--- config.mk ---
export PLATFORM = sky130hd
export DESIGN_NAME = bioe_core
export DESIGN_NICKNAME = d
export VERILOG_FILES = /design/src/rtl/bioe_pkg.sv /design/src/rtl/bioe_alu_if.sv /design/src/rtl/bioe_alu.sv /design/src/rtl/bioe_core.sv
export SDC_FILE = /design/constraint.sdc
export NUM_CORES = 1
export LEC_CHECK = 0
export ABC_AREA = 1
export BUFFER_PORTS_ARGS = -buffer_cell sky130_fd_sc_hd__clkbuf_2
export CAP_MARGIN = 20
export CORE_MARGIN = 2
export CORE_UTILIZATION = 45
export CTS_CLUSTER_DIAMETER = 50
export CTS_CLUSTER_SIZE = 12
export DETAILED_ROUTE_END_ITERATION = 6
export PLACE_DENSITY = 0.76
export SLEW_MARGIN = 20
export SYNTH_ARGS = -nofsm -noshare
export SYNTH_HDL_FRONTEND = slang
export SYNTH_SLANG_ARGS = --single-unit
--- constraint.sdc ---
create_clock -name i_mclk -period 2.7 [get_ports i_mclk]
set_clock_uncertainty 0.1 [all_clocks]
set_input_delay 0.27 -clock i_mclk [delete_from_list [all_inputs] [get_ports i_mclk]]
set_output_delay 0.27 -clock i_mclk [all_outputs]
set_load 0.01 [all_outputs]
--- src/rtl/bioe_pkg.sv ---
// Package with operation codes, field widths and reset values for the execute block.
package bioe_pkg;

  // ----------------------------------------------------------------
  // Widths
  // ----------------------------------------------------------------
  localparam int DATA_W = 8;
  localparam int PC_W = 13;
  localparam int JUMP_IMM_W = 11;
  localparam int FILE_ADDR_W = 7;
  localparam int LATCH_W = 5;
  localparam int LATCH_LO = 3;
  localparam int LATCH_HI = 4;

  // ----------------------------------------------------------------
  // Values
  // ----------------------------------------------------------------
  localparam logic [DATA_W-1:0] ACC_RESET = 8'h00;
  localparam logic [PC_W-1:0] PC_RESET = 13'h0000;
  localparam logic [DATA_W-1:0] ONE = 8'h01;
  localparam logic DEST_ACC = 1'b0;
  localparam logic DEST_FILE = 1'b1;

  // ----------------------------------------------------------------
  // Operations
  // ----------------------------------------------------------------
  typedef enum logic [2:0] {
    BIOE_NOP = 3'h0,
    BIOE_UNCONDITIONAL_JUMP = 3'h1,
    BIOE_INCREMENT_SKIP_IF_ZERO = 3'h2,
    BIOE_INCREMENT_REGISTER = 3'h3,
    BIOE_OR_IMMEDIATE_INTO_ACCUMULATOR = 3'h4,
    BIOE_OR_ACCUMULATOR_WITH_REGISTER = 3'h5
  } bioe_op_t;

endpackage

--- src/rtl/bioe_alu_if.sv ---
// Interface between the execute controller and its result unit.
`timescale 1ns/1ps
interface bioe_alu_if;
  bioe_pkg::bioe_op_t op;
  logic [bioe_pkg::DATA_W-1:0] acc;
  logic [bioe_pkg::DATA_W-1:0] file_data;
  logic [bioe_pkg::DATA_W-1:0] imm;
  logic [bioe_pkg::DATA_W-1:0] result;
  logic result_zero;

  modport ctrl (output op, output acc, output file_data, output imm,
                input result, input result_zero);
  modport alu (input op, input acc, input file_data, input imm,
               output result, output result_zero);
endinterface

--- src/rtl/bioe_alu.sv ---
// Result unit: increment and inclusive OR with zero detection.
`timescale 1ns/1ps
module bioe_alu (
  bioe_alu_if.alu a
);

  always_comb
  begin
    unique case (a.op)
      bioe_pkg::BIOE_INCREMENT_SKIP_IF_ZERO,
      bioe_pkg::BIOE_INCREMENT_REGISTER:
        a.result = a.file_data + bioe_pkg::ONE;
      bioe_pkg::BIOE_OR_IMMEDIATE_INTO_ACCUMULATOR:
        a.result = a.acc | a.imm;
      bioe_pkg::BIOE_OR_ACCUMULATOR_WITH_REGISTER:
        a.result = a.acc | a.file_data;
      default:
        a.result = bioe_pkg::ACC_RESET;
    endcase
  end

  // Zero is judged on the eight-bit result, whatever its destination.
  assign a.result_zero = (a.result == bioe_pkg::ACC_RESET);

endmodule // bioe_alu

--- src/rtl/bioe_core.sv ---
// Execute controller for jump, increment, increment-skip and inclusive OR.
`timescale 1ns/1ps
module bioe_core (
  // Clock and reset
  input wire logic i_mclk,
  input wire logic i_rstn,
  input wire logic i_ce,
  // Decoded instruction
  input wire logic i_valid,
  input wire bioe_pkg::bioe_op_t i_op,
  input wire logic [bioe_pkg::JUMP_IMM_W-1:0] i_imm,
  input wire logic [bioe_pkg::FILE_ADDR_W-1:0] i_file_addr,
  input wire logic i_dest,
  // Register file read data and latch
  input wire logic [bioe_pkg::DATA_W-1:0] i_file_data,
  input wire logic [bioe_pkg::LATCH_W-1:0] i_program_counter_high_latch,
  // Handshake to fetch
  output logic o_ready,
  output logic o_discard,
  // Program counter
  output logic o_program_counter_load,
  output logic [bioe_pkg::PC_W-1:0] o_program_counter,
  // Register file write
  output logic o_file_we,
  output logic [bioe_pkg::FILE_ADDR_W-1:0] o_file_addr,
  output logic [bioe_pkg::DATA_W-1:0] o_file_wdata,
  // Accumulator and status
  output logic [bioe_pkg::DATA_W-1:0] o_accumulator,
  output logic o_zero
);

  // ----------------------------------------------------------------
  // State and result unit
  // ----------------------------------------------------------------
  typedef enum logic {BIOE_S_ISSUE, BIOE_S_SECOND} bioe_state_t;

  bioe_state_t state;
  bioe_alu_if alu_bus ();
  logic take;
  logic is_jump;
  logic is_skip;
  logic is_inc;
  logic is_orw;
  logic is_orl;
  logic skip_hit;
  logic updates_zero;
  logic routes_result;
  logic [bioe_pkg::PC_W-1:0] next_program_counter;

  bioe_alu u_alu (
    .a (alu_bus.alu)
  );

  assign alu_bus.op = i_op;
  assign alu_bus.acc = o_accumulator;
  assign alu_bus.file_data = i_file_data;
  assign alu_bus.imm = i_imm[bioe_pkg::DATA_W-1:0];

  assign take = i_ce && i_valid && (state == BIOE_S_ISSUE);
  assign skip_hit = is_skip && alu_bus.result_zero;
  // Only latch bits 4:3 reach the counter; the rest of the latch is ignored.
  assign next_program_counter = {
    i_program_counter_high_latch[bioe_pkg::LATCH_HI:bioe_pkg::LATCH_LO],
    i_imm};

  // ----------------------------------------------------------------
  // Operation decode
  // ----------------------------------------------------------------
  // Decoding once here keeps the routing and flag processes in step, and an
  // unused code then has no side effect anywhere.
  always_comb
  begin
    is_jump = 1'b0;
    is_skip = 1'b0;
    is_inc = 1'b0;
    is_orw = 1'b0;
    is_orl = 1'b0;
    updates_zero = 1'b0;
    routes_result = 1'b0;
    unique case (i_op)
      bioe_pkg::BIOE_NOP:
      begin
        // A no-operation retires with no effect.
      end
      bioe_pkg::BIOE_UNCONDITIONAL_JUMP:
      begin
        is_jump = 1'b1;
      end
      bioe_pkg::BIOE_INCREMENT_SKIP_IF_ZERO:
      begin
        is_skip = 1'b1;
        routes_result = 1'b1;
      end
      bioe_pkg::BIOE_INCREMENT_REGISTER:
      begin
        is_inc = 1'b1;
        routes_result = 1'b1;
        updates_zero = 1'b1;
      end
      bioe_pkg::BIOE_OR_IMMEDIATE_INTO_ACCUMULATOR:
      begin
        is_orl = 1'b1;
        updates_zero = 1'b1;
      end
      bioe_pkg::BIOE_OR_ACCUMULATOR_WITH_REGISTER:
      begin
        is_orw = 1'b1;
        routes_result = 1'b1;
        updates_zero = 1'b1;
      end
      default:
      begin
        // Codes six and seven are not instructions; they retire with no effect,
        // since the block has no way to report them.
      end
    endcase
  end

  // ----------------------------------------------------------------
  // Two-cycle sequencing
  // ----------------------------------------------------------------
  // A jump or a taken skip holds off fetch for one extra cycle, the slot in
  // which the discarded instruction would otherwise have executed.
  always_ff @(posedge i_mclk)
  begin
    if (!i_rstn)
    begin
      state <= BIOE_S_ISSUE;
      o_ready <= 1'b0;
    end
    else if (i_ce)
    begin
      unique case (state)
        BIOE_S_ISSUE:
        begin
          if (take && (is_jump || skip_hit))
          begin
            state <= BIOE_S_SECOND;
            o_ready <= 1'b0;
          end
          else
          begin
            o_ready <= 1'b1;
          end
        end
        BIOE_S_SECOND:
        begin
          state <= BIOE_S_ISSUE;
          o_ready <= 1'b1;
        end
      endcase
    end
  end

  // ----------------------------------------------------------------
  // Fetch side pulses
  // ----------------------------------------------------------------
  always_ff @(posedge i_mclk)
  begin
    if (!i_rstn)
    begin
      o_discard <= 1'b0;
      o_program_counter_load <= 1'b0;
      o_program_counter <= bioe_pkg::PC_RESET;
    end
    else if (i_ce)
    begin
      o_discard <= take && skip_hit;
      o_program_counter_load <= take && is_jump;
      if (take && is_jump)
      begin
        o_program_counter <= next_program_counter;
      end
    end
  end

  // ----------------------------------------------------------------
  // Result routing
  // ----------------------------------------------------------------
  // A result lands in exactly one place, the accumulator or the addressed
  // register, so no instruction ever changes both.
  always_ff @(posedge i_mclk)
  begin
    if (!i_rstn)
    begin
      o_file_we <= 1'b0;
      o_file_addr <= '0;
      o_file_wdata <= bioe_pkg::ACC_RESET;
      o_accumulator <= bioe_pkg::ACC_RESET;
    end
    else if (i_ce)
    begin
      o_file_we <= 1'b0;
      if (take && routes_result)
      begin
        if (i_dest == bioe_pkg::DEST_FILE)
        begin
          o_file_we <= 1'b1;
          o_file_addr <= i_file_addr;
          o_file_wdata <= alu_bus.result;
        end
        else
        begin
          o_accumulator <= alu_bus.result;
        end
      end
      else if (take && is_orl)
      begin
        o_accumulator <= alu_bus.result;
      end
    end
  end

  // ----------------------------------------------------------------
  // Zero flag
  // ----------------------------------------------------------------
  // Jump and increment-skip leave the flag alone.
  always_ff @(posedge i_mclk)
  begin
    if (!i_rstn)
    begin
      o_zero <= 1'b0;
    end
    else if (i_ce && take && updates_zero)
    begin
      o_zero <= alu_bus.result_zero;
    end
  end

endmodule // bioe_core

# Word level (Yosys, flattened, before mapping)
# Index checks and enable logic that the tools add are counted.
# Widths: inputs -> output; s select.
dict set report totals {
  register_bits 42
  latchBits 0
  ramBits 0
  mem_bits_ro 0
  input_bits 39
  mem_count 0
}
dict set report op_classes {
  n_addsub 1
  mul 0
  div 0
  order_cmp 0
  n_eq_ne 6
  n_shift 0
  mux 15
  n_bitwise 3
  n_reduce_logical 19
}
# op n
set op_table {}
lappend op_table {{$mux 8} 3}
lappend op_table {{$pmux 8 s3} 1}
lappend op_table {{$or 8x8->8} 2}
lappend op_table {{$logic_and 1x1->1} 10}
lappend op_table {{$mux 1} 9}
lappend op_table {{$add 8x1->8 const B} 1}
lappend op_table {{$logic_not 8->1} 1}
lappend op_table {{$eq 3x2->1 const B} 2}
lappend op_table {{$eq 3x3->1 const B} 2}
lappend op_table {{$reduce_and 3->1} 2}
lappend op_table {{$reduce_or 3->1} 2}
lappend op_table {{$pmux 1 s2} 2}
lappend op_table {{$eq 3x1->1 const B} 1}
lappend op_table {{$ne 2x2->1 const B} 1}
lappend op_table {{$reduce_and 2->1} 1}
lappend op_table {{$reduce_bool 2->1} 1}
lappend op_table {{$reduce_or 2->1} 1}
lappend op_table {{$logic_or 1x1->1} 1}
lappend op_table {{$not 1->1} 1}

# Logic depth before layout (Yosys ltp)
# Gate-level depths: netlist of the first run.
dict set report depth {
  depth_word 9
  ltp_mapped 13
  ltp_nobuf 13
}

# Cells and area by module
# From an unflattened synthesis of the first run, not the netlist that was laid out.
dict set report unflattened {
  hier_cells 353
  area_unflattened_um2 2349.8
}
# module instances cells_per_inst area_each_um2 seq_area_each_um2
set by_module_without_submodules {}
lappend by_module_without_submodules {bioe_core 1 247 1794.2 840.8}
lappend by_module_without_submodules {bioe_alu 1 106 555.5 0.0}

# Worst setup path after synthesis of the first run
# No wires, ideal clock.
dict set report synth_path {
  kind {input to register}
  startpoint {in i_op[0]}
  endpoint {reg o_program_counter[10] in the netlist's numbering}
  setup_time_ps 116
  t_arrival_ps 1357
  t_required_ps 2484
  setup_slack_ps 1127
  stages 7
  cell_sequence {buf_4 -> inv_1 -> nor4_2 -> inv_1 -> buf_2 -> nor2_1 -> nor2_1}
}
dict set report synth_via {
  elab_chain_len 4
}
# element line
set synth_lines {}
lappend synth_lines {{start, declared} bioe_core.sv:10} ;# input wire bioe_pkg::bioe_op_t i_op,
lappend synth_lines {{$eq 3x1->1} bioe_core.sv:80} ;# unique case (i_op)
lappend synth_lines {{$mux 1} bioe_core.sv:80}
lappend synth_lines {{$logic_and 1x1->1} bioe_core.sv:170} ;# if (take && is_jump)
lappend synth_lines {{$reduce_and 2->1 (no line)} --}
lappend synth_lines {{end signal, assigned} bioe_core.sv:164} ;# o_program_counter <= bioe_pkg::PC_RESET;
lappend synth_lines {{end signal, assigned} bioe_core.sv:172} ;# o_program_counter <= next_program_counter;
lappend synth_lines {{end, declared} bioe_core.sv:22} ;# output logic [bioe_pkg::PC_W-1:0] o_program_counter,
# Every way passes these cells.
# A chain may end at the register's enable or synchronous reset.

# Worst setup path in the final report of the first run
dict set report layout_path {
  startpoint {reg state}
  endpoint {reg o_program_counter[7] in the netlist's numbering}
}
dict set report layout_via {
  elab_chain_len 4
}
# element line
set layout_lines {}
lappend layout_lines {{start, declared} bioe_core.sv:37} ;# bioe_state_t state;
lappend layout_lines {{start signal, assigned} bioe_core.sv:128} ;# state <= BIOE_S_ISSUE;
lappend layout_lines {{start signal, assigned} bioe_core.sv:138} ;# state <= BIOE_S_SECOND;
lappend layout_lines {{start signal, assigned} bioe_core.sv:148} ;# state <= BIOE_S_ISSUE;
lappend layout_lines {{$not 1->1} --}
lappend layout_lines {{$logic_and 1x1->1} bioe_core.sv:59} ;# assign take = i_ce && i_valid && (state == BIOE_S_ISSUE);
lappend layout_lines {{$logic_and 1x1->1} bioe_core.sv:170}
lappend layout_lines {{$reduce_and 2->1 (no line)} --}
# Every way passes these cells.

==> flow_summary.ini, run 1 <==
[synth]
synth_warnings = 0
ys_top_cells_by_count = 58 x nor2_1, 42 x dfxtp_1, 41 x nand2_1
synth_area_um2 = 1906
synth_top_area_share = 0.4412
synth_nets = 314
synth_area_per_cell_um2 = 6.955
synth_top_cell_by_area = dfxtp_1
ys_ff_latch = 42
synth.most_common_cell = nor2_1
synth_top_flop_cell = dfxtp_1
seq_area_frac_synth = 0.4412
synth_cells = 274
ys_top_cells_by_area = dfxtp_1 44%, nor2_1 11%, o21ai_0 9.2%
synth_edf_count = 0
synth.distinct_cells = 24
async_flop_share = 0

[sta]
setup_tns_ns = 0
fmax_mhz = 596.6
hold_viol_final = 0
setup_viol = 0
whs_ns = 0.09328
drv_slew = 0
rsz0062_at_grt = false
slew_headroom = 0.5856
period_minus_slack_ns = 1.676
tightest_slew_ns = 0.6216
finalCritPeriodShare = 0.6208

[power_and_ir_drop]
power.density_nw_per_um2 = 516.6
p_leak_nw = 1.256
power_switching_mw = 0.3519
p_seq_frac = 0.524
combPwrFrac = 0.143
p_clk_frac = 0.333
power.total_mw = 1.240
ir_drop_mv = 0.3118
p_int_mw = 0.8877
swShare = 0.2839

[hold_path]
min_from = i_imm[10]
hp-class = primary input to register

[floorplan]
die_w_um = 69.08
ios = 80
start_util = 0.4730
die_h_um = 69.08
rows = 23
core_um2 = 4029
die-area_um2 = 4771

[setup_path]
cp_data_arrival_time_ns = 1.78
critPathMostFrequentCell = nor2_1
crit_path_start = state
critPathMaxFanout = 16
path_delay_family = buffers and inverters
r2r-start = state
required_ns = 2.80
cp_cell_sequence = nor2_1 -> inv_1 -> nor4_2 -> buf_4 -> inv_1 -> nor2_1 -> nor2_1
cpPeakStageDelay_ns = 0.32
path_class = register to register
critPathBufInv = 3
crit_path_top_delay_cell = dfxtp_1
endpoint_kind = register
crit_path_start_kind = register

[detailed_routing]
dr.pass1.iters = 4
post_drt_wl_per_cell_um = 12.36
routed_wl_mm = 4.943
drt_iter0_drc = 81
drc = 0
route.antenna.remaining_nets = 0
via_per_inst = 5.108
num_vias = 2043

[finish]
nNetsFinal = 389
drive_gt1_frac = 0.2771
utilization = 0.5957
area_growth_pct = 25.94
antennaDiodeCount = 0
nFillCells = 395
seq_area_um2 = 840.8
final_cell_count_no_fill = 400
multi_input_area_um2 = 904.6

[place]
port_buffers = 76
dp.cells = 392
gp_congestion = 0.9369
dp_hpwl_mm = 3.639

[clock_network]
htree_levels = 2
cts_buffers = 5
worstSkewPairLatency_ns = 0.30
clk_pin_slew_worst_paths_ns = 0.09
post_cts_buffers = 0
cts_sinks = 42
cts_hold_buffers = 0
cts-root-buf = clkbuf_8
clk_path_buf_depth = 2
ctsResizeCount = 0
cts_tree = yes

[grt]
grt_pass1_wl_mm = 8.349
antenna_found_initial = 0
grt_usage = 0.2110
grt_pass1_vias = 1839
overflow = 0
grt_max_degree = 37

[run]
cap_violations = 0

[outcome]
status = finished, final reports clean
==> power groups by stage <==
stage / clock (mW) / sequential [mW] / combinational [mW]
after global routing: 0.451 / 0.652 / 0.200
final: 0.413 / 0.650 / 0.177
after detailed placement: 0 / 0.664 / 0.176
after CTS: 0.419 / 0.650 / 0.177
after floorplan: 0 / 0.672 / 0.0927
after global placement: 0 / 0.664 / 0.173
==> path summary, 6_finish.rpt <==
path,endpoint,slack [ns],cells past startpoint
setup reg to reg,o_program_counter[7],1.02,7
hold / removal,o_program_counter[10],0.09,3
hold reg to reg,o_file_we,0.37,2
setup / recovery,o_program_counter[7],1.02,7
==> placed cells by master (no fill, tap or decap), types with 2 or more instances in the layout <==
cell	count
o21ai_1	3
inv_1	24
nand2_1	41
clkbuf_8	5
nand4_1	4
inv_2	5
clkinv_2	2
clkbuf_2	76
dfxtp_1	42
nand3_1	16
a21oi_1	18
buf_4	2
o211ai_1	3
o21bai_1	2
nor2_1	58
nor2_4	2
a31oi_1	4
o21ai_0	35
==> sequential cells by signal, indices dropped and copies added (netlist names) <==
register,cells
o_zero,1
o_file_addr,7
o_file_we,1
o_file_wdata,8
o_program_counter_load,1
o_ready,1
o_program_counter,13
o_accumulator,8
o_discard,1
state,1
==> final cells by class <==
type | instances | area share
Clock buffer | 5 | 0.02868
Inverter | 29 | 0.04536
Timing Repair Buffer | 78 | 0.1648
Tap cell | 50 | 0.02607
Sequential cell | 42 | 0.3504
Multi-Input combinational cell | 193 | 0.3770
Clock inverter | 3 | 0.007821
==> kinds of logic (layout without fill, tap and decap cells) <==
| logic type | count (synthesis) | after routing | share of synthesized area |
|---|---|---|---|
| AO/OA/AOI/OAI | 67 | 67 | 0.1884 |
| adder cells (fa/ha/maj) | 1 | 1 | 0.006565 |
| buffers and inverters | 39 | 115 | 0.08405 |
| flip-flops | 42 | 42 | 0.4412 |
| AND/OR/NAND/NOR | 125 | 125 | 0.2797 |
==> per-layer routing <==
metal | part of all wire | up-vias | global-route usage
met4 | 0.015 | 0 | 0.06972
met3 | 0.065 | 9 | 0.04971
met5 | 0 | - | 0
met2 | 0.47 | 68 | 0.3483
met1 | 0.45 | 921 | 0.2707
li1 | - | 1045 | -
==> worst min-delay path: stages <==
cell,delay [ns]
clkbuf_2,0.07
nor2_1,0.03
nor2_1,0.08
==> metrics by stage <==
stage,cell area [µm²],setup WS [ns]
final,2400,1.024
after global routing,2400,0.8714
after CTS,2400,1.012
after detailed placement,2312,0.8091
after global placement,2312,0.8302
after floorplan,1906,1.127
(Power assumes the default switching activity.)
==> run 2: changes to the inputs <==
--- a/config.mk
+++ b/config.mk
@@ -9,7 +9,7 @@
 export BUFFER_PORTS_ARGS = -buffer_cell sky130_fd_sc_hd__clkbuf_2
 export CAP_MARGIN = 20
 export CORE_MARGIN = 2
-export CORE_UTILIZATION = 45
+export CORE_UTILIZATION = 43
 export CTS_CLUSTER_DIAMETER = 50
 export CTS_CLUSTER_SIZE = 12
 export DETAILED_ROUTE_END_ITERATION = 6
==> constraint.sdc (replaced) <==
create_clock -name i_mclk -period 1.5 [get_ports i_mclk]
set_clock_uncertainty 0.1 [all_clocks]
set_input_delay 0.15 -clock i_mclk [delete_from_list [all_inputs] [get_ports i_mclk]]
set_output_delay 0.15 -clock i_mclk [all_outputs]
set_load 0.01 [all_outputs]
==> run 2 against run 1 <==
Fmax rose by 19%. Setup slack worse by 0.93 ns. Flip-flop and latch count unchanged. Final area rose by 16%. Global-route usage increased by 0.32 points. Power grew 88%. Die area up 4.4%. Hold slack got worse by 0.093 ns. Critical path depth grew 1. Largest cell class unchanged. Largest power group unchanged.
==> flow_summary.ini, run 2 (synthesis results as in run 1) <==
[outcome]
status = finished, final reports clean

[setup_path]
required_ns = 1.59
r2r_end = o_ready
r2r-start = o_accumulator[0]
endpoint_kind = register
critPathMaxFanout = 3
cp_cell_sequence = a21oi_2 -> nand2_1 -> a21oi_2 -> nand2_2 -> nor2_2 -> nand4_1 -> nand2_1 -> nor2_1
r2r_cells = 8
cpPeakStageDelay_ns = 0.34
path_delay_family = simple AND/OR/NAND/NOR gates
cp_data_arrival_time_ns = 1.50
crit_path_start_kind = register
worst-r2r-setup-slack_ns = 0.09
path_class = register to register
crit_path_top_delay_cell = dfxtp_2
critPathBufInv = 0

[detailed_routing]
dr.pass1.iters = 5
post_drt_wl_per_cell_um = 12.02
drt_iter0_drc = 123
route.antenna.remaining_nets = 0
via_per_inst = 4.889
num_vias = 2156
drc = 0
routed_wl_mm = 5.301

[hold_path]
min_from = i_file_addr[1]
holdPathEnd = o_file_addr[1]
hp-class = primary input to register
whs_path_depth = 3

[finish]
regMostFlops = o_program_counter
antennaDiodeCount = 0
final_cell_mix = 76 x clkbuf_2, 56 x nor2_1, 40 x nand2_1, 40 x dfxtp_1, 35 x o21ai_0
nNetsFinal = 428
area_growth_pct = 46.36
final_common_cell = clkbuf_2
drive_gt1_frac = 0.3548
largest_reg_flops = 13
nFillCells = 405
reg_top3 = o_program_counter (13), o_accumulator (8), o_file_wdata (8)

[grt]
grt_usage = 0.2142
grt_max_degree = 31
grt_pass1_vias = 2038
grt_pass1_wl_mm = 8.742
antenna_found_initial = 0
overflow = 0

[sta]
rsz0062_at_grt = true
tightest_slew_ns = 0.2829
fmax_mhz = 709.3
setup_viol = 0
hold_viol_final = 0
whs_ns = 0.0001466
slew_headroom = 0.8107
period_minus_slack_ns = 1.410
drv_slew = 0
finalCritPeriodShare = 0.9399

[floorplan]
ios = 80
die_h_um = 70.57
die-area_um2 = 4980
die_w_um = 70.57
start_util = 0.4407
rows = 24
core_um2 = 4324

[place]
dp_hpwl_mm = 3.997
port_buffers = 76
gp_congestion = 0.8574

[power_and_ir_drop]
p_leak_nw = 1.455
power.density_nw_per_um2 = 836.9
power.total_mw = 2.334
ir_drop_mv = 0.5827

[clock_network]
cts-root-buf = clkbuf_8
clk_pin_slew_worst_paths_ns = 0.09
htree_levels = 2
clk_path_buf_depth = 2
cts_buffers = 5
cts_tree = yes
cts_sinks = 42
worstSkewPairLatency_ns = 0.29

[run]
cap_violations = 0
run 2: cell types whose count changed in the layout (fill, tap and decap cells not counted), sizes merged:
cell and change:
dlygate4sd3 +8, buf +31
run 2: layer usage:
metal / part of all wire / GRT usage
met5: 0 / 0
met4: 0.0047 / 0.03774
met3: 0.061 / 0.05271
met2: 0.49 / 0.3774
met1: 0.45 / 0.2709
run 2: layout make-up:
type | count | area, µm² | area share
flip-flops and latches | 42 | 843.3 | 0.3024
clock inverters | 3 | 18.77 | 0.006729
inverters | 29 | 111.4 | 0.03993
well taps | 52 | 65.06 | 0.02333
multi-input cells | 193 | 935.9 | 0.3356
repair buffers | 117 | 745.7 | 0.2674
clock buffers | 5 | 68.82 | 0.02467
run 2: worst max-delay path by stage:
stage                                 from               endpoint  depth (start not counted)  slack, ns
after floorplan                    i_op[0]  o_program_counter[10]                          7       0.05
after detailed placement    i_file_data[1]                o_ready                         13      -0.12
final                     o_accumulator[0]                o_ready                          8       0.09
after global placement             i_op[0]                  state                         12      -0.03
after global routing      o_accumulator[1]                o_ready                          8      -0.02
after CTS                            state   o_program_counter[7]                          7       0.02
run 2: report_power, final:
| group | total (mW) | switching, mW | internal [mW] |
|---|---|---|---|
| Combinational | 0.424 | 0.226 | 0.198 |
| Sequential | 1.17 | 0.0204 | 1.15 |
| Clock | 0.740 | 0.412 | 0.328 |
| Total | 2.33 | 0.658 | 1.68 |
run 2: worst min-delay path, stage by stage:
cell	delay, ns
clkbuf_2	0.08
o21ai_0	0.07
nor2_1	0.07
run 2: timing repair:
item                                    4_1_cts  5_1_grt
endpoints found under the setup margin        0       21
hold endpoints to repair                      8        0
hold buffers                                  8        0
setup buffers                                 0        2
resized for setup                             0       12
run 2: through the flow:
step / setup TNS [ns] / std cells / area (µm²) / setup WS, ns / utilization
after detailed placement: -0.3985 / 423 / 2570 / -0.1174 / 0.5943
after global placement: -0.07656 / 423 / 2570 / -0.03129 / 0.5943
after floorplan: 0 / 274 / 1906 / 0.04678 / -
after CTS: 0 / 439 / 2738 / 0.01816 / 0.6331
after global routing: -0.03640 / 441 / 2789 / -0.02004 / 0.6450
final: 0 / 441 / 2789 / 0.09010 / 0.6450
==> run 3: changes to the inputs <==
--- a/config.mk
+++ b/config.mk
@@ -5,7 +5,7 @@
 export SDC_FILE = /design/constraint.sdc
 export NUM_CORES = 1
 export LEC_CHECK = 0
-export ABC_AREA = 1
+export ABC_AREA = 0
 export BUFFER_PORTS_ARGS = -buffer_cell sky130_fd_sc_hd__clkbuf_2
 export CAP_MARGIN = 20
 export CORE_MARGIN = 2
@@ -13,7 +13,8 @@
 export CTS_CLUSTER_DIAMETER = 50
 export CTS_CLUSTER_SIZE = 12
 export DETAILED_ROUTE_END_ITERATION = 6
-export PLACE_DENSITY = 0.76
+export PLACE_DENSITY = 0.75
+export SETUP_SLACK_MARGIN = 0.05
 export SLEW_MARGIN = 20
 export SYNTH_ARGS = -nofsm -noshare
 export SYNTH_HDL_FRONTEND = slang
==> run 3 against run 2 <==
The flow now finishes with violations (negative hold slack, negative setup slack). Routed wire length rose by 44%. Die area is 3.5% higher. Synthesized cell count shrank 17%. Global-route usage grew 4.8 points. Combinational power increased by 22%. Cell count fell by 5.7%. Power is 1.8% higher. Highest routed layer unchanged.
==> flow_summary.ini, run 3 <==
[setup_path]
critPathBufInv = 0
endpoint_kind = register
cp_data_arrival_time_ns = 2.08
required_ns = 1.62
crit_path_start_kind = register
cpPeakStageDelay_ns = 0.47
path_delay_family = simple AND/OR/NAND/NOR gates
path_class = register to register
cp_cell_sequence = or3_4 -> nor4_4 -> o221ai_1 -> or4_4 -> o32ai_2
critPathMaxFanout = 4
crit_path_top_delay_cell = or4_4

[clock_network]
cts_tree = yes
cts_buffers = 5
clk_pin_slew_worst_paths_ns = 0.08
cts_sinks = 42
clk_path_buf_depth = 2
htree_levels = 2
worstSkewPairLatency_ns = 0.30
cts-root-buf = clkbuf_8

[synth]
synth_compound_area_frac = 0.2013
synthMuxAreaShare = 0.08987
synth_nets = 267
synth_warnings = 0
synth_cells = 227
synth_area_um2 = 1977
synth_area_per_cell_um2 = 8.709
ys_top_cells_by_count = 42 x dfxtp_1, 32 x nand2_1, 28 x nor2_1
synth.distinct_cells = 45
synth-adder-area-share = 0.006329
synth_top_family_by_area = simple AND/OR/NAND/NOR gates
seq_area_frac_synth = 0.4253
synth_top_cell_by_area = dfxtp_1
synth_xor_area_frac = 0.01329
synth_top_area_share = 0.4253
synth_edf_count = 0
ys_ff_latch = 42
async_flop_share = 0
synth_top_flop_cell = dfxtp_1
synth-simple-area-share = 0.2259
ys_top_cells_by_area = dfxtp_1 43%, nand2_1 6.1%, mux2i_1 5.6%
synth.most_common_cell = dfxtp_1

[finish]
area_growth_pct = 66.33
antennaDiodeCount = 0
regMostFlops = o_program_counter
final_common_cell = clkbuf_2
final_cell_mix = 76 x clkbuf_2, 40 x dfxtp_1, 39 x buf_4, 28 x nand2_1, 21 x nor2_1
largest_reg_flops = 13
nNetsFinal = 404
drive_gt1_frac = 0.5027
reg_top3 = o_program_counter (13), o_accumulator (8), o_file_wdata (8)

[power_and_ir_drop]
p_leak_nw = 1.394
power.total_mw = 2.376
ir_drop_mv = 0.6620
power.density_nw_per_um2 = 722.6

[sta]
fmax_mhz = 510.0
rsz0062_at_grt = true
tightest_slew_ns = 0.4474
drv_slew = 0
hold_viol_final = 1
period_minus_slack_ns = 1.961
whs_ns = -0.004203
finalCritPeriodShare = 1.307
setup_slack_ns = -0.4607
setup_viol = 19
slew_headroom = 0.6986

[detailed_routing]
dr.pass1.iters = 4
route.antenna.remaining_nets = 0
drt_iter0_drc = 216
num_vias = 2432
drc = 0
via_per_inst = 5.846
post_drt_wl_per_cell_um = 18.35
routed_wl_mm = 7.632

[grt]
grt_pass1_vias = 2238
grt_usage = 0.2620
grt_pass1_wl_mm = 10.60
overflow = 0
antenna_found_initial = 0
grt_max_degree = 24

[place]
dp_hpwl_mm = 4.322
gp_congestion = 0.9653
port_buffers = 76

[floorplan]
start_util = 0.4509
core_um2 = 4384
ios = 80
die_h_um = 71.81
die-area_um2 = 5156
die_w_um = 71.81
rows = 24

[outcome]
violations = negative hold slack, negative setup slack
status = finished, violations left

[run]
cap_violations = 0

[hold_path]
hp-class = primary input to register
## run 3: changes by cell type after synthesis, sizes merged, moves of 5 or more
| cell | delta |
|---|---|
| nand3 | -12 |
| inv | -28 |
| a311oi | +6 |
| nor2b | +6 |
| mux2 | +5 |
| o21ai | -28 |
| nand2 | -10 |
| mux2i | +11 |
| nor2 | -32 |
| a211oi | +8 |
## run 3: what timing repair did
action	in CTS	in global routing
setup endpoints to repair	25	37
gates resized for setup	17	37
gates cloned	1	4
hold buffers	16	0
pin swaps	6	7
setup buffers	2	4
endpoints found under the hold margin	16	0
## run 3: cell families after synthesis
family	Yosys count
mux	16
simple gates	92
buf+inv	15
xor+xnor	3
compound gates	58
flops	42
fa+ha+maj	1
## run 3: routing by layer
layer / global-route usage / up-vias / part of all wire
li1: - / 1093 / -
met1: 0.3222 / 1188 / 0.38
met2: 0.4630 / 117 / 0.51
met3: 0.04079 / 34 / 0.067
met4: 0.09224 / 0 / 0.044
met5: 0 / - / 0
## run 3: through the flow
stage | utilization | setup slack, ns | setup TNS (ns) | instances | area (µm²)
6_report | 0.7500 | -0.4607 | -2.634 | 416 | 3288
5_1_grt | 0.7500 | -0.5293 | -4.293 | 416 | 3288
4_1_cts | 0.7001 | -0.3458 | -1.452 | 410 | 3069
3_5_place_dp | 0.6207 | -0.5549 | -8.151 | 384 | 2721
3_3_place_gp | 0.6207 | -0.4435 | -6.867 | 384 | 2721
2_1_floorplan | - | -0.3155 | -1.250 | 227 | 1998
## run 3: power breakdown
part | switching [mW] | internal [mW]
Sequential | 0.0151 | 1.14
Combinational | 0.259 | 0.256
Clock | 0.386 | 0.321
Total | 0.660 | 1.72
## run 3: path summary, 6_finish.rpt
check | from | endpoint | slack (ns) | depth (start not counted)
setup / recovery | o_accumulator[1] | o_zero | -0.46 | 5
hold / removal | i_imm[6] | o_program_counter[6] | -0.004 | 3
hold reg to reg | o_program_counter[10] | o_program_counter[10] | 0.35 | 2
setup reg to reg | o_accumulator[1] | o_zero | -0.46 | 5
## run 3: layout make-up
type / instances / area, µm²
Inverter: 1 / 3.754
Tap cell: 52 / 65.06
Fill cell: 294 / 1096
Multi-Input combinational cell: 170 / 1244
Timing Repair Buffer: 144 / 1056
Clock buffer: 7 / 76.32
Sequential cell: 42 / 843.3
## run 3: worst reg2reg max path: stages (launching register included)
cell and delay, ns:
dfxtp_2 0.34, or3_4 0.39, nor4_4 0.20, o221ai_1 0.16, or4_4 0.47, o32ai_2 0.20
